### src/hdl/mmr_consts.svh
`ifndef MMR_CONSTS_SVH
`define MMR_CONSTS_SVH

// ----------------------------------------
// answer codes
// ----------------------------------------
`define MMR_EXC_NONE 8'h00
`define MMR_EXC_ADDR 8'h02
`define MMR_EXC_FAIL 8'h04

// ----------------------------------------
// signature register
// ----------------------------------------
`define MMR_SIG_RST  16'h0000
`define MMR_SIG_STEP 16'h0001
`define MMR_SIG_SLOT 5'h00

// ----------------------------------------
// measured value index nibble
// ----------------------------------------
`define MMR_MV_MIN 4'h1
`define MMR_MV_MAX 4'h8

// ----------------------------------------
// range table: lo, hi, per-value, ifaces (gw,tcp,rtu), gated, writable
// ----------------------------------------
`define MMR_RNG_N 16
`define MMR_RNG_W 38
`define MMR_RNG_00 {16'h0000, 16'h0068, 1'h0, 3'h7, 1'h0, 1'h0}
`define MMR_RNG_01 {16'h0080, 16'h00AA, 1'h0, 3'h5, 1'h0, 1'h0}
`define MMR_RNG_02 {16'h0200, 16'h0208, 1'h0, 3'h7, 1'h0, 1'h0}
`define MMR_RNG_03 {16'h0300, 16'h0301, 1'h0, 3'h7, 1'h0, 1'h1}
`define MMR_RNG_04 {16'h0302, 16'h0309, 1'h0, 3'h7, 1'h1, 1'h1}
`define MMR_RNG_05 {16'h0000, 16'h0014, 1'h1, 3'h7, 1'h0, 1'h0}
`define MMR_RNG_06 {16'h0100, 16'h0122, 1'h1, 3'h7, 1'h1, 1'h1}
`define MMR_RNG_07 {16'h0200, 16'h0210, 1'h1, 3'h7, 1'h0, 1'h0}
`define MMR_RNG_08 {16'h0300, 16'h0328, 1'h1, 3'h7, 1'h0, 1'h0}
`define MMR_RNG_09 {16'h0340, 16'h034A, 1'h1, 3'h5, 1'h0, 1'h0}
`define MMR_RNG_10 {16'h0400, 16'h0408, 1'h1, 3'h7, 1'h0, 1'h0}
`define MMR_RNG_11 {16'h0500, 16'h0501, 1'h1, 3'h7, 1'h0, 1'h1}
`define MMR_RNG_12 {16'h0502, 16'h0503, 1'h1, 3'h7, 1'h1, 1'h1}
`define MMR_RNG_13 {16'hA000, 16'hA016, 1'h0, 3'h4, 1'h0, 1'h0}
`define MMR_RNG_14 {16'hA100, 16'hA104, 1'h0, 3'h7, 1'h0, 1'h1}
`define MMR_RNG_15 {16'hA105, 16'hA111, 1'h0, 3'h7, 1'h1, 1'h1}

`endif

### src/hdl/mmr_pkg.sv
package mmr_pkg;

    // ----------------------------------------
    // requesting interface
    // ----------------------------------------
    typedef enum logic [1:0] {
        MMR_IF_RTU = 2'h0,
        MMR_IF_TCP = 2'h1,
        MMR_IF_GW  = 2'h2
    } mmr_iface_t;

    // ----------------------------------------
    // value formats offered by the application
    // ----------------------------------------
    typedef enum logic [2:0] {
        MMR_FMT_U8PAIR = 3'h0,
        MMR_FMT_U16    = 3'h1,
        MMR_FMT_U32    = 3'h2,
        MMR_FMT_F32    = 3'h3,
        MMR_FMT_UTF8   = 3'h4,
        MMR_FMT_ASCII  = 3'h5
    } mmr_fmt_t;

    // ----------------------------------------
    // request sequencer
    // ----------------------------------------
    typedef enum logic [1:0] {
        MMR_ST_IDLE = 2'h0,
        MMR_ST_APP  = 2'h1
    } mmr_state_t;

    typedef struct packed {
        mmr_state_t  state;
        logic [15:0] sig;
        logic        write;
        logic [15:0] addr;
        logic [15:0] wdata;
        logic        rd_req;
        logic        wr_req;
        logic        rsp_valid;
        logic [15:0] rdata;
        logic [7:0]  exc;
    } mmr_top_t;

endpackage

### src/hdl/mmr_range_dec.sv
`timescale 1ns/1ps
`include "mmr_consts.svh"

module mmr_range_dec (
    input  wire logic [15:0] i_addr,
    input  wire logic [1:0]  i_iface,
    output logic             o_allowed,
    output logic             o_writable,
    output logic             o_gated
);

    // ----------------------------------------
    // range table, entry 0 in the low bits
    // ----------------------------------------
    localparam logic [`MMR_RNG_N*`MMR_RNG_W-1:0] TBL = {
        `MMR_RNG_15, `MMR_RNG_14, `MMR_RNG_13, `MMR_RNG_12,
        `MMR_RNG_11, `MMR_RNG_10, `MMR_RNG_09, `MMR_RNG_08,
        `MMR_RNG_07, `MMR_RNG_06, `MMR_RNG_05, `MMR_RNG_04,
        `MMR_RNG_03, `MMR_RNG_02, `MMR_RNG_01, `MMR_RNG_00
    };

    logic [`MMR_RNG_N-1:0] allow_v;  // hit and reachable
    logic [`MMR_RNG_N-1:0] wr_v;     // hit and writable
    logic [`MMR_RNG_N-1:0] gate_v;   // hit and login gated here
    logic                  mv_ok;    // upper nibble names a value
    logic                  is_gw;    // gateway link carried it

    // per-value blocks: nibble 1..8 selects the measured value
    assign mv_ok = (i_addr[15:12] >= `MMR_MV_MIN) && (i_addr[15:12] <= `MMR_MV_MAX);
    assign is_gw = (i_iface == mmr_pkg::MMR_IF_GW);

    // ----------------------------------------
    // one comparator set per range entry
    // ----------------------------------------
    for (genvar i = 0; i < `MMR_RNG_N; i++) begin : g_rng
        logic [`MMR_RNG_W-1:0] e;
        logic                  hit;
        assign e   = TBL[i*`MMR_RNG_W +: `MMR_RNG_W];
        // per-value entries compare only the low twelve bits
        // low twelve bits of lo sit at 33:22, of hi at 17:6
        assign hit = e[5] ? (mv_ok && i_addr[11:0] >= e[33:22] && i_addr[11:0] <= e[17:6])
                          : (i_addr >= e[37:22] && i_addr <= e[21:6]);
        // interface 3 is no interface: never reachable
        assign allow_v[i] = hit && (i_iface != 2'h3) && e[2 + i_iface];
        assign wr_v[i]    = hit && e[0];
        assign gate_v[i]  = hit && e[1] && is_gw;
    end

    // ranges do not overlap, so an or-reduction is exact
    assign o_allowed  = |allow_v;
    assign o_writable = |wr_v;
    assign o_gated    = |gate_v;

endmodule

### src/hdl/mmr_word_pack.sv
`timescale 1ns/1ps

module mmr_word_pack (
    input  wire mmr_pkg::mmr_fmt_t i_fmt,
    input  wire logic [31:0]       i_word,
    input  wire logic              i_sel_hi,
    output logic [15:0]            o_reg
);

    logic       is_str;  // text format: termination applies
    logic [3:0] kill;    // byte lies after a zero terminator
    logic [31:0] txt;    // word with dead bytes cleared

    assign is_str = (i_fmt == mmr_pkg::MMR_FMT_UTF8) || (i_fmt == mmr_pkg::MMR_FMT_ASCII);
    assign kill[0] = 1'h0;

    // ----------------------------------------
    // text bytes: byte 0 first, dead after a zero
    // ----------------------------------------
    for (genvar i = 0; i < 4; i++) begin : g_byte
        if (i > 0) begin : g_kill
            assign kill[i] = kill[i-1] || (i_word[8*(i-1) +: 8] == 8'h00);
        end
        assign txt[8*i +: 8] = kill[i] ? 8'h00 : i_word[8*i +: 8];
    end

    // ----------------------------------------
    // pick the register half for the format
    // ----------------------------------------
    always_comb begin
        if (is_str) begin
            // first byte low, second byte high in each register
            o_reg = i_sel_hi ? txt[31:16] : txt[15:0];
        end else if (i_fmt == mmr_pkg::MMR_FMT_U32 || i_fmt == mmr_pkg::MMR_FMT_F32) begin
            // float keeps its sign bit at 31, same split as integers
            o_reg = i_sel_hi ? i_word[31:16] : i_word[15:0];
        end else begin
            // byte 1 at 15:8, byte 0 at 7:0; one register only
            o_reg = i_word[15:0];
        end
    end

endmodule

### src/hdl/mmr_mapper.sv
`timescale 1ns/1ps
`include "mmr_consts.svh"

module mmr_mapper (
    input  wire logic        i_ref_clk,
    input  wire logic        i_arst_n,
    // register access from the protocol layer
    input  wire logic        i_req_valid,
    output logic             o_req_ready,
    input  wire logic        i_req_write,
    input  wire logic [15:0] i_req_addr,
    input  wire logic [15:0] i_req_wdata,
    input  wire logic [1:0]  i_req_iface,
    input  wire logic        i_login_ok,
    output logic             o_rsp_valid,
    output logic [15:0]      o_rsp_rdata,
    output logic [7:0]       o_rsp_exc,
    // application data behind the map
    output logic             o_app_rd_valid,
    output logic             o_app_wr_valid,
    output logic [15:0]      o_app_addr,
    output logic [15:0]      o_app_wdata,
    input  wire logic        i_app_ack,
    input  wire logic [31:0] i_app_rdata,
    input  wire logic [2:0]  i_app_fmt,
    input  wire logic        i_app_sel_hi,
    // current signature, for status
    output logic [15:0]      o_signature
);

    // ----------------------------------------
    // state
    // ----------------------------------------
    mmr_pkg::mmr_top_t st_reg;   // all held state
    mmr_pkg::mmr_top_t st_next;  // its next value

    logic        fire;      // request taken this cycle
    logic        allowed;   // address reachable here
    logic        writable;  // address takes writes
    logic        gated;     // write needs a login here
    logic        sig_slot;  // address is a block's signature
    logic [15:0] pack_reg;  // application word as a register

    // ----------------------------------------
    // address decode and value packing
    // ----------------------------------------
    mmr_range_dec u_dec (
        .i_addr     (i_req_addr),
        .i_iface    (i_req_iface),
        .o_allowed  (allowed),
        .o_writable (writable),
        .o_gated    (gated)
    );

    // the application names the format of each word it returns
    mmr_word_pack u_pack (
        .i_fmt    (mmr_pkg::mmr_fmt_t'(i_app_fmt)),
        .i_word   (i_app_rdata),
        .i_sel_hi (i_app_sel_hi),
        .o_reg    (pack_reg)
    );

    // ----------------------------------------
    // handshake terms
    // ----------------------------------------
    // one request at a time: ready only while idle
    assign o_req_ready = (st_reg.state == mmr_pkg::MMR_ST_IDLE);
    assign fire        = i_req_valid && o_req_ready;

    // every allowed address on a 32-register boundary (low five bits zero) reads as the signature
    assign sig_slot = (i_req_addr[4:0] == `MMR_SIG_SLOT) && allowed;

    // ----------------------------------------
    // next state
    // ----------------------------------------
    always_comb begin
        st_next           = st_reg;
        st_next.rsp_valid = 1'h0;
        case (st_reg.state)
            mmr_pkg::MMR_ST_IDLE: begin
                if (fire) begin
                    // keep the request for the application side
                    st_next.write = i_req_write;
                    st_next.addr  = i_req_addr;
                    st_next.wdata = i_req_wdata;
                    st_next.rdata = 16'h0000;
                    st_next.exc   = `MMR_EXC_NONE;
                    if (!allowed) begin
                        // unmapped or not on this link
                        st_next.rsp_valid = 1'h1;
                        st_next.exc       = `MMR_EXC_ADDR;
                    end else if (i_req_write && !writable && !sig_slot) begin
                        // read-only data refuses writes
                        st_next.rsp_valid = 1'h1;
                        st_next.exc       = `MMR_EXC_ADDR;
                    end else if (i_req_write && gated && !i_login_ok) begin
                        // gateway writes here need the login first
                        st_next.rsp_valid = 1'h1;
                        st_next.exc       = `MMR_EXC_FAIL;
                    end else if (sig_slot && i_req_write) begin
                        // store the new value; the answer carries zero data and the next read sees it
                        st_next.sig       = i_req_wdata;
                        st_next.rsp_valid = 1'h1;
                    end else if (sig_slot) begin
                        // any read of the slot decrements
                        st_next.rdata     = st_reg.sig;
                        st_next.sig       = 16'(st_reg.sig - `MMR_SIG_STEP);
                        st_next.rsp_valid = 1'h1;
                    end else if (i_req_write) begin
                        // acknowledgement, states, settings, login
                        st_next.wr_req = 1'h1;
                        st_next.state  = mmr_pkg::MMR_ST_APP;
                    end else begin
                        // fetch the word behind the address
                        st_next.rd_req = 1'h1;
                        st_next.state  = mmr_pkg::MMR_ST_APP;
                    end
                end
            end
            mmr_pkg::MMR_ST_APP: begin
                // wait as long as the application needs
                if (i_app_ack) begin
                    st_next.rd_req    = 1'h0;
                    st_next.wr_req    = 1'h0;
                    st_next.rsp_valid = 1'h1;
                    // writes answer with zero data
                    if (!st_reg.write) begin
                        st_next.rdata = pack_reg;
                    end
                    st_next.state = mmr_pkg::MMR_ST_IDLE;
                end
            end
            default: begin
                // unused code: return to idle
                st_next.state  = mmr_pkg::MMR_ST_IDLE;
                st_next.rd_req = 1'h0;
                st_next.wr_req = 1'h0;
            end
        endcase
    end

    // ----------------------------------------
    // state register
    // ----------------------------------------
    always_ff @(posedge i_ref_clk or negedge i_arst_n) begin
        if (!i_arst_n) begin
            st_reg.state     <= mmr_pkg::MMR_ST_IDLE;
            st_reg.sig       <= `MMR_SIG_RST;
            st_reg.write     <= 1'h0;
            st_reg.addr      <= 16'h0000;
            st_reg.wdata     <= 16'h0000;
            st_reg.rd_req    <= 1'h0;
            st_reg.wr_req    <= 1'h0;
            st_reg.rsp_valid <= 1'h0;
            st_reg.rdata     <= 16'h0000;
            st_reg.exc       <= `MMR_EXC_NONE;
        end else begin
            st_reg <= st_next;
        end
    end

    // ----------------------------------------
    // outputs, all from flip-flops
    // ----------------------------------------
    assign o_rsp_valid    = st_reg.rsp_valid;
    assign o_rsp_rdata    = st_reg.rdata;
    assign o_rsp_exc      = st_reg.exc;
    assign o_app_rd_valid = st_reg.rd_req;
    assign o_app_wr_valid = st_reg.wr_req;
    assign o_app_addr     = st_reg.addr;
    assign o_app_wdata    = st_reg.wdata;
    assign o_signature    = st_reg.sig;
endmodule

### config.mk
export PLATFORM = sky130hd
export DESIGN_NAME = mmr_mapper
export DESIGN_NICKNAME = d
export VERILOG_FILES = /design/src/hdl/mmr_pkg.sv /design/src/hdl/mmr_range_dec.sv /design/src/hdl/mmr_word_pack.sv /design/src/hdl/mmr_mapper.sv
export VERILOG_INCLUDE_DIRS = /design/src /design/src/hdl
export SDC_FILE = /design/constraint.sdc
export NUM_CORES = 1
export LEC_CHECK = 0
export BUFFER_PORTS_ARGS = -buffer_cell sky130_fd_sc_hd__buf_2
export CAP_MARGIN = 20
export CORE_MARGIN = 4
export CORE_UTILIZATION = 56
export CTS_CLUSTER_SIZE = 12
export DETAILED_ROUTE_END_ITERATION = 16
export PLACE_DENSITY = 0.86
export SLEW_MARGIN = 30
export SYNTH_ARGS = -nofsm -noshare
export SYNTH_HDL_FRONTEND = slang
export SYNTH_SLANG_ARGS = --single-unit
### constraint.sdc
create_clock -name i_ref_clk -period 4.6 [get_ports i_ref_clk]
set_input_delay 0.23 -clock i_ref_clk [delete_from_list [all_inputs] [get_ports i_ref_clk]]
set_output_delay 0.23 -clock i_ref_clk [all_outputs]
set_load 0.005 [all_outputs]
==> flow_metrics.tcl <==
set metrics [dict create \
    ys.warnings.count 0 \
    die_w_um 102 \
    io_buffers 144 \
    holdWs_ns 0.0680 \
    hold_class "primary input to register" \
    initial_core_util_pct 57.2 \
    path_max_fanout 19 \
    crit_type "primary input to register" \
    drt_wl_total_um 14500 \
    setup_tns_ns 0 \
    hpwl_um 10600 \
    fin_crit_sh_pct 65.0 \
    drtAntennaViolNets 0 \
    final_common_cell "buf_2" \
    grt.overflow.total 0 \
    cts_tree "yes" \
    period_needed_ns 2.99 \
    gp_congestion 0.924 \
    root_buffer "clkbuf_8" \
    fin_nets 756 \
    worstPathRequired_ns 4.89 \
    vias_per_cell 6.19 \
    drive_above_1_share_pct 27.0 \
    max_freq_mhz 335 \
    timing.rr.end "o_signature[13]" \
    yosys.area.top_type "dfrtp_1" \
    finalMaxSlewViolations 0 \
    place_inst 775 \
    ios 152 \
    synthXorXnorAreaFrac_pct 0.353 \
    antenna_found_initial 0 \
    rsz0062_at_grt "no" \
    clk_path_buf_depth 2 \
    htreeDepth 3 \
    synth_area_leaders "dfrtp_1, buf_4, nand2_1, nor2_1, o41ai_1" \
    synth_edf_count 0 \
    slew_headroom_pct 46.4 \
    end_kind "register" \
    vias 4900 \
    drtIter0Drc 419 \
    clk_pin_slew_worst_paths_ns 0.09 \
    grt_max_degree 72 \
    clock_sink_count 71 \
    clock_latency_ns 0.36 \
    seq_area_um2 1780 \
    n_fill_cell 792 \
    synth_area_um2 4970 \
    synth_cells 628 \
    core_um2 8680 \
    tightest_slew_ns 0.804 \
    p_leak_nw 2.60 \
    maxCapViolCount 0 \
    final_cell_mix "buf_2, nand2_1, dfrtp_1" \
    worstHoldStart "i_req_wdata[8]" \
    status "completed" \
    rr_worst_depth 8 \
    finalHoldViolCount 0 \
    fin_skew_ns 0.0147 \
    muxShareOfSynthArea_pct 0 \
    busiest_layer "met2" \
    async_flop_share_pct 100 \
    ys_seq_area_share_pct 35.8 \
    dr.pass1.iters 5 \
    vdd_drop_max_uv 165 \
    drc 0 \
    fin_total_pwr_mw 1.56 \
    ys_seq_elements 71 \
    met1_usage_pct 37.1 \
    area_growth_pct 8.64 \
    die_h_um 102 \
    synth_top_family_by_area "simple AND/OR/NAND/NOR gates" \
    rrSetupSlack_ns 1.78 \
    final_area_um2 5400 \
    synth_compound_area_share_pct 20.5 \
    place_area_um2 5150 \
    use_met3_pct 5.60 \
    cp-startpoint "i_req_addr[8]" \
    yosys.area_share.simple_pct 27.8 \
    startpoint_type "primary input" \
    rr_startpoint "o_signature[2]" \
    synth_flop_cell "dfrtp_1" \
    grt_pass1_wl_um 22800 \
    p_per_area_nw_per_um2 289 \
    numCtsBuffers 9 \
    first_global_vias 4546 \
    row_count 34 \
    die_area_um2 10400 \
    setup_viol 0 \
    grt_use_met2_pct 44.3 \
    multi_input_area_um2 2460 \
    track_usage_pct 27.7 \
    cp-endpoint "o_signature[10]" \
    fin_cells 792 \
    yosys.area_share.adder_pct 0.252 \
    synth_cell_type_count 72 \
    cp.arrival_ns 3.27 \
    n_antenna_cell 0 \
    wl_per_cell_um 18.4 \
    synth_top_area_share_pct 35.8 \
    syn_avg_cell_area_um2 7.91 \
]
==> cells in the mapped netlist (3+ instances only) <==
cell type,count
or2_1,3
o21ai_1,6
or3_1,4
dfrtp_1,71
o21ai_0,16
nor2_1,62
a31oi_1,18
clkbuf_1,29
nand2b_1,5
or4_1,6
nor4_1,11
nand2_1,128
o41ai_1,17
nor3_1,28
nor2b_1,4
nand4_1,7
or3_4,5
o22ai_1,7
buf_4,74
nand3_1,7
a21oi_1,26
a22oi_1,3
buf_2,7
inv_1,7
o2bb2ai_1,4
a221oi_1,16
==> per-layer routing <==
metal,vias up,wire [um]
met2,280,6870
met5,-,0
li1,2274,-
met4,0,375
met1,2305,5860
met3,41,1440
==> worst min path at each step <==
stage / to / slack [ns] / cells past startpoint
finish: o_app_wdata[8] / 0.07 / 3
global route: o_app_wdata[8] / 0.07 / 3
CTS: o_rsp_rdata[7] / 0.02 / 1
detailed placement: o_rsp_rdata[7] / 0.42 / 1
global placement: o_rsp_rdata[7] / 0.40 / 1
floorplan: o_app_addr[0] / -0.07 / 0
==> power by group <==
part / total (mW) / switching, mW / internal (mW) / leakage (nW)
clock: 0.587 / 0.274 / 0.313 / 0.108
combinational: 0.282 / 0.175 / 0.107 / 1.60
sequential: 0.692 / 0.0249 / 0.667 / 0.890
total: 1.56 / 0.474 / 1.09 / 2.60
==> cells by family (layout without fill, tap and decap cells) <==
family	Yosys count	count (layout)
and+or+nand+nor	289	289
AOI/OAI and AO/OA	143	143
buffers and inverters	121	172
DFF	71	71
xor gates and xnor gates	2	2
adders and majority gates	1	1
other	1	6
==> worst max-delay path, stage by stage <==
cell	delay (ns)
buf_2	0.19
nor4_2	0.48
nand4_1	0.14
a2111oi_0	0.53
nor3_1	0.09
o211ai_1	0.34
or2_1	0.61
nand4_1	0.42
o2bb2ai_1	0.26
==> final cells by class <==
type                       count  share of cell area [%]
clock buffer                   9                    2.30
clock inverter                 7                    1.92
inverter                       7                   0.487
multi-input combinational    441                    45.7
sequential                    71                    32.9
tap                          108                    2.50
timing repair buffer         149                    14.2
==> per-stage QoR <==
stage | util (%) | worst slack (ns)
finish | 62.2 | 1.61
global route | 62.2 | 1.40
CTS | 61.9 | 1.74
detailed placement | 59.3 | 1.38
global placement | 59.3 | 1.43
floorplan | - | 2.02
==> what timing repair did <==
action | CTS | global route
gates resized for setup | 0 | 0
buffers inserted | 0 | 0
hold buffers | 0 | 1
hold endpoints to repair | 0 | 71
Note: power is estimated with default switching activity, not from simulation.
